$ cat config.mk
export PLATFORM = sky130hd
export DESIGN_NAME = bcdrtc_core
export DESIGN_NICKNAME = d
export VERILOG_FILES = /design/src/shared/bcdrtc_pkg.sv /design/src/verilog/bcdrtc_alarm.sv /design/src/verilog/bcdrtc_core.sv
export SDC_FILE = /design/constraint.sdc
export NUM_CORES = 1
export LEC_CHECK = 0
export BUFFER_PORTS_ARGS = -buffer_cell sky130_fd_sc_hd__buf_2
export CAP_MARGIN = 40
export CORE_MARGIN = 3
export CORE_UTILIZATION = 40
export DETAILED_ROUTE_END_ITERATION = 8
export PLACE_DENSITY_LB_ADDON = 0.1
export SYNTH_ARGS = -nofsm -noshare
export SYNTH_HDL_FRONTEND = slang
export SYNTH_SLANG_ARGS = --single-unit
$ cat constraint.sdc
create_clock -name clk -period 3.2 [get_ports clk]
set_input_delay 0.64 -clock clk [delete_from_list [all_inputs] [get_ports clk]]
set_output_delay 0.64 -clock clk [all_outputs]
set_load 0.01 [all_outputs]
$ cat src/shared/bcdrtc_pkg.sv
package bcdrtc_pkg;
  localparam int          ADDR_W       = 4;
  localparam logic [3:0]  OFS_SEC      = 4'h0;
  localparam logic [3:0]  OFS_MIN      = 4'h1;
  localparam logic [3:0]  OFS_HOUR     = 4'h2;
  localparam logic [3:0]  OFS_WDAY     = 4'h3;
  localparam logic [3:0]  OFS_DAY      = 4'h4;
  localparam logic [3:0]  OFS_MON      = 4'h5;
  localparam logic [3:0]  OFS_YEAR     = 4'h6;
  localparam logic [7:0]  MASK_SEC     = 8'h7F;
  localparam logic [7:0]  MASK_MIN     = 8'h7F;
  localparam logic [7:0]  MASK_HOUR    = 8'h3F;
  localparam logic [7:0]  MASK_WDAY    = 8'h07;
  localparam logic [7:0]  MASK_DAY     = 8'h3F;
  localparam logic [7:0]  MASK_MON     = 8'h1F;
  localparam logic [7:0]  MASK_YEAR    = 8'hFF;
  localparam logic [7:0]  RST_SEC      = 8'h00;
  localparam logic [7:0]  RST_MIN      = 8'h00;
  localparam logic [7:0]  RST_HOUR     = 8'h12;
  localparam logic [7:0]  RST_WDAY     = 8'h00;
  localparam logic [7:0]  RST_DAY      = 8'h01;
  localparam logic [7:0]  RST_MON      = 8'h01;
  localparam logic [7:0]  RST_YEAR     = 8'h00;
  localparam logic [7:0]  BCD_59       = 8'h59;
  localparam logic [7:0]  BCD_23       = 8'h23;
  localparam logic [7:0]  BCD_11       = 8'h11;
  localparam logic [7:0]  BCD_12       = 8'h12;
  localparam logic [7:0]  BCD_99       = 8'h99;
  localparam logic [7:0]  BCD_01       = 8'h01;
  localparam logic [7:0]  BCD_00       = 8'h00;
  localparam logic [7:0]  BCD_31       = 8'h31;
  localparam logic [7:0]  BCD_30       = 8'h30;
  localparam logic [7:0]  BCD_29       = 8'h29;
  localparam logic [7:0]  BCD_28       = 8'h28;
  localparam logic [7:0]  BCD_FEB      = 8'h02;
  localparam logic [2:0]  WDAY_LAST    = 3'h6;
  localparam int          PM_BIT       = 5;
  localparam logic [7:0]  UNDEF_DIGITS = 8'h00;
endpackage : bcdrtc_pkg

$ cat src/verilog/bcdrtc_alarm.sv
`timescale 1ns/1ps
module bcdrtc_alarm
  import bcdrtc_pkg::*;
(
  input  wire logic       clk,
  input  wire logic       rst,
  input  wire logic       enable,
  input  wire logic       match_hit,
  input  wire logic       clear_req,
  output logic            flag,
  output logic            irq_n
);
  logic flag_raw;

  // sticky match flag; set beats clear
  always_ff @(posedge clk or posedge rst)
  begin
    if (rst)
      flag_raw <= 1'b0;
    else if (!enable)
      flag_raw <= 1'b0;
    else if (match_hit)
      flag_raw <= 1'b1;
    else if (clear_req)
      flag_raw <= 1'b0;
  end

  assign flag = flag_raw & enable;

  // interrupt goes low the cycle after flagged and enabled
  always_ff @(posedge clk or posedge rst)
  begin
    if (rst)
      irq_n <= 1'b1;
    else
      irq_n <= !(flag_raw && enable);
  end
endmodule : bcdrtc_alarm

$ cat src/verilog/bcdrtc_core.sv
`timescale 1ns/1ps
module bcdrtc_core
  import bcdrtc_pkg::*;
(
  input  wire logic              clk,
  input  wire logic              rst,
  input  wire logic              sec_tick,
  input  wire logic              reg_wr,
  input  wire logic              reg_rd,
  input  wire logic [ADDR_W-1:0] reg_addr,
  input  wire logic [7:0]        reg_wdata,
  output logic      [7:0]        reg_rdata,
  input  wire logic              hour_24,
  input  wire logic              osc_halt_detected,
  input  wire logic              first_alarm_enable,
  input  wire logic              second_alarm_enable,
  input  wire logic [6:0]        first_alarm_minute,
  input  wire logic [5:0]        first_alarm_hour,
  input  wire logic [6:0]        first_alarm_weekdays,
  input  wire logic [6:0]        second_alarm_minute,
  input  wire logic [5:0]        second_alarm_hour,
  input  wire logic [6:0]        second_alarm_weekdays,
  input  wire logic              first_alarm_clear,
  input  wire logic              second_alarm_clear,
  output logic                   first_alarm_match_flag,
  output logic                   second_alarm_match_flag,
  output logic                   irq_out_first_n,
  output logic                   irq_out_second_n
);
  logic [7:0] seconds_count;
  logic [7:0] minutes_count;
  logic [7:0] hours_count;
  logic [2:0] weekday_count;
  logic [7:0] day_of_month_count;
  logic [7:0] month_count;
  logic [7:0] year_count;
  logic       sec_wrap;
  logic       min_wrap;
  logic       hour_wrap;
  logic       day_wrap;
  logic       mon_wrap;
  logic [7:0] next_hour;
  logic [7:0] day_max;
  logic       leap;
  logic       min_edge;
  logic       hit_first;
  logic       hit_second;
  logic       flag_first;
  logic       flag_second;

  function automatic logic [7:0] bcd_inc(input logic [7:0] v);
    if (v[3:0] == 4'h9)
      bcd_inc = {v[7:4] + 4'h1, 4'h0};
    else
      bcd_inc = {v[7:4], v[3:0] + 4'h1};
  endfunction : bcd_inc

  function automatic logic wr_hit(input logic [3:0] a, input logic [3:0] ofs);
    wr_hit = reg_wr && (a == ofs);
  endfunction : wr_hit

  assign sec_wrap  = sec_tick && (seconds_count == BCD_59);
  assign min_wrap  = sec_wrap && (minutes_count == BCD_59);
  assign hour_wrap = min_wrap && (hour_24 ? (hours_count == BCD_23)
                     : (hours_count == {2'b00, 1'b1, BCD_11[4:0]}));
  // leap when year mod 4 is zero, tens parity folds in
  assign leap = (year_count[4] == 1'b0) ? (year_count[1:0] == 2'b00)
                : (year_count[1:0] == 2'b10);

  always_comb
  begin
    unique case (month_count)
      8'h04, 8'h06, 8'h09, 8'h11: day_max = BCD_30;
      BCD_FEB:                    day_max = leap ? BCD_29 : BCD_28;
      default:                    day_max = BCD_31;
    endcase
  end

  assign day_wrap = hour_wrap && (day_of_month_count == day_max);
  assign mon_wrap = day_wrap && (month_count == BCD_12);

  // hour step for both formats
  always_comb
  begin
    next_hour = bcd_inc(hours_count);
    if (hour_24)
    begin
      if (hours_count == BCD_23)
        next_hour = BCD_00;
    end
    else
    begin
      if (hours_count[4:0] == BCD_12[4:0])
        next_hour = {hours_count[7:5], 5'h01};
      else if (hours_count[4:0] == BCD_11[4:0])
        next_hour = {hours_count[7:6], ~hours_count[PM_BIT], 5'h12};
      else
        next_hour = {hours_count[7:5], next_hour[4:0]};
    end
  end

  always_ff @(posedge clk or posedge rst)
  begin
    if (rst)
      seconds_count <= RST_SEC;
    else if (wr_hit(reg_addr, OFS_SEC))
      seconds_count <= reg_wdata & MASK_SEC;
    else if (sec_tick)
      seconds_count <= sec_wrap ? BCD_00 : bcd_inc(seconds_count);
  end

  always_ff @(posedge clk or posedge rst)
  begin
    if (rst)
      minutes_count <= RST_MIN;
    else if (wr_hit(reg_addr, OFS_MIN))
      minutes_count <= reg_wdata & MASK_MIN;
    else if (sec_wrap)
      minutes_count <= min_wrap ? BCD_00 : bcd_inc(minutes_count);
  end

  always_ff @(posedge clk or posedge rst)
  begin
    if (rst)
      hours_count <= RST_HOUR;
    else if (wr_hit(reg_addr, OFS_HOUR))
      hours_count <= reg_wdata & MASK_HOUR;
    else if (min_wrap)
      hours_count <= next_hour;
  end

  always_ff @(posedge clk or posedge rst)
  begin
    if (rst)
      weekday_count <= RST_WDAY[2:0];
    else if (wr_hit(reg_addr, OFS_WDAY))
      weekday_count <= reg_wdata[2:0];
    else if (hour_wrap)
      weekday_count <= (weekday_count == WDAY_LAST) ? 3'h0 : weekday_count + 3'h1;
  end

  always_ff @(posedge clk or posedge rst)
  begin
    if (rst)
      day_of_month_count <= RST_DAY;
    else if (wr_hit(reg_addr, OFS_DAY))
      day_of_month_count <= reg_wdata & MASK_DAY;
    else if (hour_wrap)
      day_of_month_count <= day_wrap ? BCD_01 : bcd_inc(day_of_month_count);
  end

  always_ff @(posedge clk or posedge rst)
  begin
    if (rst)
      month_count <= RST_MON;
    else if (wr_hit(reg_addr, OFS_MON))
      month_count <= reg_wdata & MASK_MON;
    else if (day_wrap)
      month_count <= mon_wrap ? BCD_01 : bcd_inc(month_count);
  end

  always_ff @(posedge clk or posedge rst)
  begin
    if (rst)
      year_count <= RST_YEAR;
    else if (wr_hit(reg_addr, OFS_YEAR))
      year_count <= reg_wdata & MASK_YEAR;
    else if (mon_wrap)
      year_count <= (year_count == BCD_99) ? BCD_00 : bcd_inc(year_count);
  end

  // read mux; digits forced to a fixed value after halt, upper bits zero
  always_ff @(posedge clk or posedge rst)
  begin
    if (rst)
      reg_rdata <= 8'h00;
    else if (reg_rd)
    begin
      if (osc_halt_detected)
        reg_rdata <= UNDEF_DIGITS;
      else
      begin
        unique case (reg_addr)
          OFS_SEC:  reg_rdata <= seconds_count & MASK_SEC;
          OFS_MIN:  reg_rdata <= minutes_count & MASK_MIN;
          OFS_HOUR: reg_rdata <= hours_count & MASK_HOUR;
          OFS_WDAY: reg_rdata <= {5'h00, weekday_count};
          OFS_DAY:  reg_rdata <= day_of_month_count & MASK_DAY;
          OFS_MON:  reg_rdata <= month_count & MASK_MON;
          OFS_YEAR: reg_rdata <= year_count;
          default:  reg_rdata <= 8'h00;
        endcase
      end
    end
  end

  // compare once per new minute
  always_ff @(posedge clk or posedge rst)
  begin
    if (rst)
      min_edge <= 1'b0;
    else
      min_edge <= sec_wrap;
  end

  assign hit_first  = min_edge && first_alarm_enable
                      && (minutes_count[6:0] == first_alarm_minute)
                      && (hours_count[5:0] == first_alarm_hour)
                      && first_alarm_weekdays[weekday_count];
  assign hit_second = min_edge && second_alarm_enable
                      && (minutes_count[6:0] == second_alarm_minute)
                      && (hours_count[5:0] == second_alarm_hour)
                      && second_alarm_weekdays[weekday_count];

  bcdrtc_alarm u_alarm_first (
    .clk       (clk),
    .rst       (rst),
    .enable    (first_alarm_enable),
    .match_hit (hit_first),
    .clear_req (first_alarm_clear),
    .flag      (flag_first),
    .irq_n     (irq_out_first_n)
  );

  bcdrtc_alarm u_alarm_second (
    .clk       (clk),
    .rst       (rst),
    .enable    (second_alarm_enable),
    .match_hit (hit_second),
    .clear_req (second_alarm_clear),
    .flag      (flag_second),
    .irq_n     (irq_out_second_n)
  );

  always_ff @(posedge clk or posedge rst)
  begin
    if (rst)
    begin
      first_alarm_match_flag  <= 1'b0;
      second_alarm_match_flag <= 1'b0;
    end
    else
    begin
      first_alarm_match_flag  <= flag_first && first_alarm_enable;
      second_alarm_match_flag <= flag_second && second_alarm_enable;
    end
  end
endmodule : bcdrtc_core
After elaboration in Yosys (flattened, before gate mapping). Cells that the tools add are included.

Register bits: 66. Word-level logic and storage cells: 172.

Add/subtract/negate cells: 13. Magnitude comparators: 1. Equality and inequality tests: 36. Mux-type cells: 46. Bitwise gates (word level): 3. Reductions and logical operators: 51.

Operator list (number): $mux 8 (26); $pmux 8 s7 (1); $add 4x1->4 const B (12); $eq 4x4->1 const B (6); $logic_and 1x1->1 (24); $reduce_bool 3->1 (7); $eq 8x3->1 const B (2); $eq 8x5->1 const B (2); $eq 8x6->1 const B (2); $eq 8x7->1 const B (2); $reduce_bool 2->1 (8); $eq 7x7->1 (2); $eq 4x3->1 const B (3); $eq 6x6->1 (2); $mux 6 (2); $mux 1 (11); $eq 5x5->1 const B (2); $pmux 5 s2 (1); $reduce_and 2->1 (5); $mux 3 (3); $eq 4x2->1 const B (2); $eq 8x2->1 const B (1); $eq 8x4->1 const B (1); $eq 8x8->1 (1); other kinds (18) (22).

Logic depth before layout (Yosys ltp). Gate-level depths: netlist of run 1.

Word-level depth: 10. Gate-level depth with buffers: 13. Gate-level depth less buffers: 9.

Modules after synthesis. A second synthesis of run 1 with hierarchy kept.

Cell total of the unflattened synthesis: 589. Area total of the unflattened synthesis: 4818.4 um2.

By module, submodules not included: bcdrtc_core (times used 1, cells each 575, area an instance 4650.7 um2, sequential area each 1556.5 um2); bcdrtc_alarm (times used 2, cells each 7, area an instance 83.8 um2, sequential area each 51.3 um2).

Least setup slack after synthesis of run 1. Ideal clock, no wire load.

Kind: input port to flip-flop. Start: in sec_tick. End: reg hours_count[6]. Library setup time: 0.067 ns. Arrival: 2.444 ns. Slack: 0.689 ns. Cell stages on the path: 6. Path through: clkbuf_1 > and4b_1 > nand4_1 > o31a_1 > or4b_2 > nand2_1.

Longest elaborated chain between the ends: 4.

RTL lines: start, declared (RTL line bcdrtc_core.sv:7) `input wire logic sec_tick,`; $logic_and 1x1->1 (RTL line bcdrtc_core.sv:62) `assign sec_wrap = sec_tick && (seconds_count == BCD_59);`; $logic_and 1x1->1 (RTL line bcdrtc_core.sv:63) `assign min_wrap = sec_wrap && (minutes_count == BCD_59);`; $reduce_bool 2->1 (no source line); $reduce_and 3->1 (no source line); end signal, assigned (RTL line bcdrtc_core.sv:127) `hours_count <= reg_wdata & MASK_HOUR;`; end signal, assigned (RTL line bcdrtc_core.sv:129) `hours_count <= next_hour;`; end, declared (RTL line bcdrtc_core.sv:32) `logic [7:0] hours_count;`.

Every way passes these cells. A chain may end at the register's enable or synchronous reset.

Final worst setup path of run 1.
Start: reg month_count[4]. End: reg month_count[7].

Longest elaborated chain between the ends: 9. Elaborated cells between the ends (all ways): 19. Classes of those cells: add/sub (1); eq/ne (7); mux (5); reduce/logical (6).

RTL lines: start, declared (RTL line bcdrtc_core.sv:35) `logic [7:0] month_count;`; start signal, assigned (RTL line bcdrtc_core.sv:157) `month_count <= reg_wdata & MASK_MON;`; start signal, assigned (RTL line bcdrtc_core.sv:159) `month_count <= mon_wrap ? BCD_01 : bcd_inc(month_count);`; $eq 8x3->1 (tied with other cells) (RTL line bcdrtc_core.sv:72) `unique case (month_count)`; $reduce_or 4->1 (RTL line bcdrtc_core.sv:72); $pmux 5 s2 (RTL line bcdrtc_core.sv:72); $eq 8x8->1 (RTL line bcdrtc_core.sv:79) `assign day_wrap = hour_wrap && (day_of_month_count == day_max);`; $logic_and 1x1->1 (RTL line bcdrtc_core.sv:79); $logic_and 1x1->1 (RTL line bcdrtc_core.sv:80) `assign mon_wrap = day_wrap && (month_count == BCD_12);`; $mux 8 (RTL line bcdrtc_core.sv:159); $mux 8 (RTL line bcdrtc_core.sv:158) `else if (day_wrap)`; $mux 8 (RTL line bcdrtc_core.sv:156) `else if (wr_hit(reg_addr, OFS_MON))`.

Several ways; a longest one is shown, not always the timed one. The select of a mux whose other input is x is not followed.

==> key figures, run 1 <==
Clocking
  – CTS tree: built
  – Total CTS buffers: 9
  – CTS clk-pin slew, worst paths: 0.06 ns
  – Clock Tree Root: clkbuf_16
  – # Post-CTS Setup Buffers: 0
  – H-tree depth: 3
  – # clock sinks: 66
  – Clock buffer depth: 2
  – PostCTS Resize Cnt: 0
  – CTS Hold Buffers Added: 0
  – Worst-Skew Late Latency: 0.34 ns

Routing
  – Vias: 4783
  – Number of iterations in the first detailed-routing pass: 4
  – Routed len/inst: 18.6 µm
  – Drt initial violations: 347
  – DRC viols: 0
  – Via density: 5.79
  – Antenna Nets Post-Route: 0
  – Routed WL: 15400 µm

Global routing
  – Largest net degree at the start of global routing: 27
  – Met2 GRT Util: 35.8%
  – Initial antenna violation count: 0
  – Grt met3 use: 3.56%
  – First-pass GRT wire length: approximately 25000 µm
  – Total track usage: 22.6%
  – Met1 usage: 30.6%
  – Remaining Overflow, GRT: 0
  – Number of global-route vias before repair: 4518
  – Grt peak-use layer: met2

Worst setup path
  – Slowest CP cell: or3_1
  – Crit-path leading delay family: simple AND/OR/NAND/NOR gates
  – CP Launch Type: flip-flop
  – Worst reg2reg endpoint: month_count[7]$_DFFE_PP0P_
  – Critical Path Start: month_count[4]$_DFFE_PP0P_
  – Critical Path End Type: flip-flop
  – Worst-case reg-to-reg path depth: 8
  – Crit path max fanout: 11
  – Worst endpoint data arrival time: 3.05 ns
  – Crit path kind: flip-flop to flip-flop
  – WP buf/inv: 1
  – Critical-path cell list: inv_1 > ha_1 > or3b_1 > a211oi_1 > or4_1 > nand3_1 > or3_1 > a21oi_1
  – Reg2reg start: month_count[4]$_DFFE_PP0P_
  – Crit-path max cell delay: 0.49 ns
  – Reg-to-reg setup timing slack: 0.41 ns
  – Worst EP required: 3.47 ns

Cells and area
  – Final core occ: between 40% and 50%
  – Area Overhead vs Synth: 16.5%
  – Most frequent cells in the layout: buf_2 (74), dfrtp_1 (60), nand2_1 (57)
  – Final #Nets: ~730
  – Antenna diode count: 0
  – Commonest non-fill, non-tap cell in the layout: buf_2
  – Layout cells sized above 1: 19.6%

Timing
  – Max frequency: ~360 MHz
  – Setup Viol. Count Final: 0
  – RSZ-0062 raised after global routing: false
  – Tcrit/Tclk final: 87.1%
  – Rel. slew slack: 54.4%
  – Min Tclk post-route: 2.79 ns
  – Setup TNS Final: 0 ns
  – Layout Skew: ~0.0080 ns
  – Final Hold Viols: 0
  – Final slew viol count: 0
  – Slew @ Worst Pin: ~0.67 ns

Pwr
  – Seq pwr share: around 40%
  – Psw: ~1.1 mW
  – Internal Power: 2.08 mW
  – Pwr/cell area: 545 nW/µm²
  – Clock power share: 34.0%
  – Leak: 2.50 nW
  – Maximum vdd drop: 0.301 mV
  – Sw Ratio: 34.3%
  – Combinational Power Share: 26.2%

Floorplan
  – Ports: 75
  – Core ar.: 12100 µm²
  – Die height: roughly 120 µm
  – Die Width: between 100 and 150 µm
  – Die area: 13800 µm²
  – Row Count: 40
  – Initial Util: 41.2%

Placed design
  – PortBufs: 74
  – DP Wirelength: about 11000 µm
  – Gp weighted congestion: 0.897

Logic synthesis
  – Syn_nets: ~680
  – Number of synthesized flops with an enable pin: 0
  – Synth Cell Area: between 4000 and 5000 µm²
  – Post-synth top area cell: dfrtp_1
  – Post-synth top area share: 30.1%
  – Async set-or-reset flop fraction in the synthesized netlist: 100%
  – Synth Flop Type: dfrtp_1
  – FF+latch count, synth: 66
  – Cell variety after synth: 69
  – Mapped Cells: 596
  – Avg Cell Area, Syn: 8.37 µm²
  – Sequential fraction of the synthesis area: 33.3%
  – Warnings from Yosys: 0
  – Top post-synthesis cells by area: dfrtp_1 (30%), ha_1 (4.5%), nand2_1 (4.3%)

Min path
  – Hold Crit Class: input port to asynchronous set/reset pin

Run
  – Max-Cap Viols: 0

Status
  – Status: finished, final reports clean
cells in the mapped netlist, types with 4 or more instances:
master / n
nor2b_1: 9
o21a_1: 4
nor3_1: 10
and2_1: 4
a21oi_1: 28
ha_1: 18
nor4b_1: 4
o211ai_1: 7
nand3_1: 29
a31oi_1: 9
buf_2: 6
dfstp_2: 6
buf_1: 4
nor4_1: 10
inv_1: 29
o31ai_1: 6
xnor2_1: 16
dfrtp_1: 60
nand2b_1: 5
nand3b_1: 5
nor2_1: 46
mux2i_1: 11
and3b_1: 4
nor3b_1: 9
nand4_1: 11
mux4_2: 5
o21ai_0: 33
a211oi_1: 9
clkbuf_1: 29
o22ai_1: 15
and3_1: 10
xor2_1: 19
nand2_1: 57
or3_1: 7
how the worst max path moves through the flow:
stage / slack (ns) / cells past startpoint / to
2_1_floorplan: 0.69 / 6 / hours_count[6]$_DFFE_PP0P_
3_3_place_gp: 0.53 / 9 / day_of_month_count[6]$_DFFE_PP0P_
3_5_place_dp: 0.49 / 9 / day_of_month_count[6]$_DFFE_PP0P_
4_1_cts: 0.45 / 9 / day_of_month_count[6]$_DFFE_PP0P_
5_1_grt: 0.22 / 8 / month_count[7]$_DFFE_PP0P_
6_report: 0.41 / 8 / month_count[7]$_DFFE_PP0P_
area by class of cell:
| class | instances | area [µm²] |
|---|---|---|
| Multi-Input combinational cell | 456 | 3020 |
| Clock buffer | 11 | 243 |
| Tap cell | 168 | 210 |
| Inverter | 29 | 109 |
| Clock inverter | 5 | 77.6 |
| Sequential cell | 66 | 1660 |
| Timing Repair Buffer | 91 | 498 |
| Fill cell | 1218 | 6300 |
state kept, by name, summed over array words and instances (netlist names), 3 cells and up:
signal / cells
seconds_count: 8
year_count: 8
weekday_count: 3
month_count: 8
minutes_count: 8
reg_rdata: 8
day_of_month_count: 8
hours_count: 8
through the flow:
stage                     instance area [µm²]  hold WS, ns  total power, mW  cells  setup WS, ns
after floorplan                          4990        0.380             1.80    596         0.689
after global placement                   5490        0.399             2.08    810         0.529
after detailed placement                 5490        0.402             2.10    810         0.486
after CTS                                5810        0.355             3.19    826         0.454
after global routing                     5810        0.384             3.35    826         0.219
final                                    5810        0.340             3.17    826         0.414
power by group through the flow:
stage	Combinational, mW	Sequential [mW]	Clock (mW)
finish	0.832	1.26	1.08
global route	0.932	1.29	1.14
CTS	0.835	1.26	1.10
detailed placement	0.830	1.27	0
global placement	0.816	1.26	0
floorplan	0.703	1.10	0
routing by layer:
layer / vias up / wire length [µm]
li1: 2276 / -
met1: 2291 / 6850
met2: 188 / 7250
met3: 28 / 829
met4: 0 / 459
met5: - / 0
logic make-up after synthesis:
group                    Yosys count  share of synthesized area [%]
adder cells (fa/ha/maj)           18                           4.51
buffers and inverters             74                           6.27
AO/OA/AOI/OAI                    145                           18.9
AND/OR/NAND/NOR                  239                           25.8
flip-flops                        66                           33.3
multiplexers                      19                           5.14
XOR/XNOR                          35                           6.14
No activity file was read; power rests on OpenSTA's default activity.
==> run 2: changes to the inputs <==
- CORE_MARGIN: 3 -> not set
- PLACE_DENSITY: not set -> 0.68
- PLACE_DENSITY_LB_ADDON: 0.1 -> not set
==> run 2 against run 1 <==
Clock skew shrank 0.0024 ns; maximum frequency down 0.27%; hold slack got worse by 0.019 ns; core utilization fell by 0.40 points; cell count shrank 0.73%; via count increased by 0.42%; largest power group unchanged; first-iteration DRC count increased by 12%; sequential share of layout area is 0.36 points higher; global-route usage up 1.3 points; design area fell by 1.2%; largest cell class unchanged; setup slack worse by 0.0077 ns.
==> key figures, run 2 (synthesis results as in run 1) <==
Timing
  – Setup Viol. Count Final: 0 (unchanged)
  – Slew @ Worst Pin: 0.666 ns (-0.00870 ns)
  – Layout Skew: 0.00559 ns (-0.00236 ns)
  – Rel. slew slack: 55.0% (+0.59 points)
  – Min Tclk post-route: 2.79 ns (+0.00765 ns)
  – Max frequency: 358 MHz (-0.27%)
  – Tcrit/Tclk final: 87.3% (+0.24 points)
  – Final Hold Viols: 0 (unchanged)
  – Final slew viol count: 0 (unchanged)
  – Setup TNS Final: 0 ns (unchanged)
  – RSZ-0062 raised after global routing: false

Routing
  – Routed len/inst: 17.8 µm (-4.4%)
  – DRC viols: 0 (unchanged)
  – Antenna Nets Post-Route: 0 (unchanged)
  – Vias: 4803 (+0.42%)
  – Number of iterations in the first detailed-routing pass: 5 (+1)
  – Drt initial violations: 389 (+12%)
  – Routed WL: 14600 µm (-5.1%)
  – Via density: 5.86 (+1.2%)

Worst setup path
  – Worst-case reg-to-reg path depth: 7 (-1)
  – CP Launch Type: flip-flop
  – Slowest CP cell: dfrtp_1
  – Reg-to-reg setup timing slack: 0.41 ns (about the same)
  – Reg2reg start: minutes_count[0]$_DFFE_PP0P_
  – Crit path kind: flip-flop to flip-flop
  – Worst endpoint data arrival time: 3.05 ns (about the same)
  – Crit-path max cell delay: 0.53 ns (+0.04 ns)
  – Crit path max fanout: 11 (unchanged)
  – Critical Path End Type: flip-flop
  – Critical-path cell list: ha_1 > and3b_1 > and4_1 > o211a_1 > nand3_1 > or3_1 > a21oi_1
  – Crit-path leading delay family: simple AND/OR/NAND/NOR gates
  – Worst reg2reg endpoint: month_count[7]$_DFFE_PP0P_
  – Worst EP required: 3.46 ns (about the same)
  – WP buf/inv: 0 (-1)

Floorplan
  – Ports: 75 (unchanged)
  – Core ar.: 12100 µm² (-0.41%)
  – Die height: 114 µm (-3.4%)
  – Initial Util: 41.4% (+0.17 points)
  – Die Width: 114 µm (-3.4%)
  – Row Count: 40 (unchanged)
  – Die area: 12900 µm² (-6.7%)

Clocking
  – PostCTS Resize Cnt: 0 (unchanged)
  – Worst-Skew Late Latency: 0.33 ns (about the same)
  – Clock Tree Root: clkbuf_16
  – H-tree depth: 3 (unchanged)
  – CTS tree: built
  – # clock sinks: 66 (unchanged)
  – # Post-CTS Setup Buffers: 0 (unchanged)
  – Clock buffer depth: 2 (unchanged)
  – Total CTS buffers: 9 (unchanged)
  – CTS clk-pin slew, worst paths: 0.06 ns (about the same)
  – CTS Hold Buffers Added: 0 (unchanged)

Cells and area
  – Antenna diode count: 0 (unchanged)
  – Area Overhead vs Synth: 15.1%
  – Most frequent cells in the layout: buf_2 (74), dfrtp_1 (60), nand2_1 (57)
  – Layout cells sized above 1: 18.9% (-0.74 points)
  – Commonest non-fill, non-tap cell in the layout: buf_2
  – Final core occ: 47.6% (-0.40 points)
  – Filler Cells Inserted: 1159 (-4.8%)
  – Final #Nets: 728 (-0.82%)
  – Fin cells: 820 (-0.73%)

Pwr
  – Maximum vdd drop: 0.280 mV (-7.0%)
  – Pwr/cell area: 518 nW/µm² (-5.0%)
  – Total power: 2.97 mW (-6.2%)
  – Leak: 2.46 nW (-1.8%)

Global routing
  – Total track usage: 23.9% (+1.3 points)
  – Remaining Overflow, GRT: 0 (unchanged)
  – Number of global-route vias before repair: 4626 (+2.4%)
  – First-pass GRT wire length: 24000 µm (-3.3%)
  – Initial antenna violation count: 0 (unchanged)
  – Largest net degree at the start of global routing: 51 (+89%)

Status
  – Status: finished, final reports clean

Run
  – Max-Cap Viols: 0 (unchanged)

Placed design
  – PortBufs: 74 (unchanged)
  – Placed insts: 804 (-0.74%)
  – DP Wirelength: 10800 µm (-5.6%)
  – Gp weighted congestion: 0.901 (+0.46%)

Min path
  – Hold Crit Class: input port to asynchronous set/reset pin
==> run 2: cell type report <==
cell class	instances	area [µm²]	area share (%)
clock buffer	11	243	4.23
clock inverter	5	30.0	0.523
inverter	29	109	1.90
multi-input combinational	456	3020	52.6
sequential	66	1660	28.9
tap	168	210	3.66
timing repair buffer	85	473	8.24
==> run 2: power by group <==
group,total (mW),internal (mW),switching (mW)
Combinational,0.779,0.390,0.389
Sequential,1.29,0.975,0.311
Clock,0.908,0.541,0.367
Total,2.97,1.91,1.07
==> run 2: through the flow <==
| stage | instance area [µm²] | setup slack (ns) | hold slack [ns] |
|---|---|---|---|
| detailed placement | 5470 | 0.403 | 0.413 |
| global placement | 5440 | 0.484 | 0.390 |
| finish | 5740 | 0.407 | 0.322 |
| floorplan | 4990 | 0.689 | 0.380 |
| CTS | 5740 | 0.451 | 0.327 |
| global route | 5740 | 0.236 | 0.339 |
==> run 2: per-layer routing <==
metal  up-vias  track usage (%)  share of wire [%]
li1       2276                -                  -
met1      2293             32.1                 43
met2       206             38.7                 46
met3        28             3.77                7.8
met4         0             9.30                2.3
met5         -                0                  0
==> run 2: worst register-to-register path, stage by stage, from the launching register on <==
cell and delay (ns):
dfrtp_1 0.53, ha_1 0.23, and3b_1 0.28, and4_1 0.48
o211a_1 0.25, nand3_1 0.36, or3_1 0.47, a21oi_1 0.13
==> run 2: worst max-delay path by stage <==
stage	from	end	slack, ns	cells after the start
detailed placement	sec_tick	month_count[7]$_DFFE_PP0P_	0.40	7
global route	minutes_count[0]$_DFFE_PP0P_	month_count[7]$_DFFE_PP0P_	0.24	7
finish	minutes_count[0]$_DFFE_PP0P_	month_count[7]$_DFFE_PP0P_	0.41	7
global placement	sec_tick	month_count[5]$_DFFE_PP0P_	0.48	7
CTS	month_count[4]$_DFFE_PP0P_	day_of_month_count[6]$_DFFE_PP0P_	0.45	9
floorplan	sec_tick	hours_count[6]$_DFFE_PP0P_	0.69	6
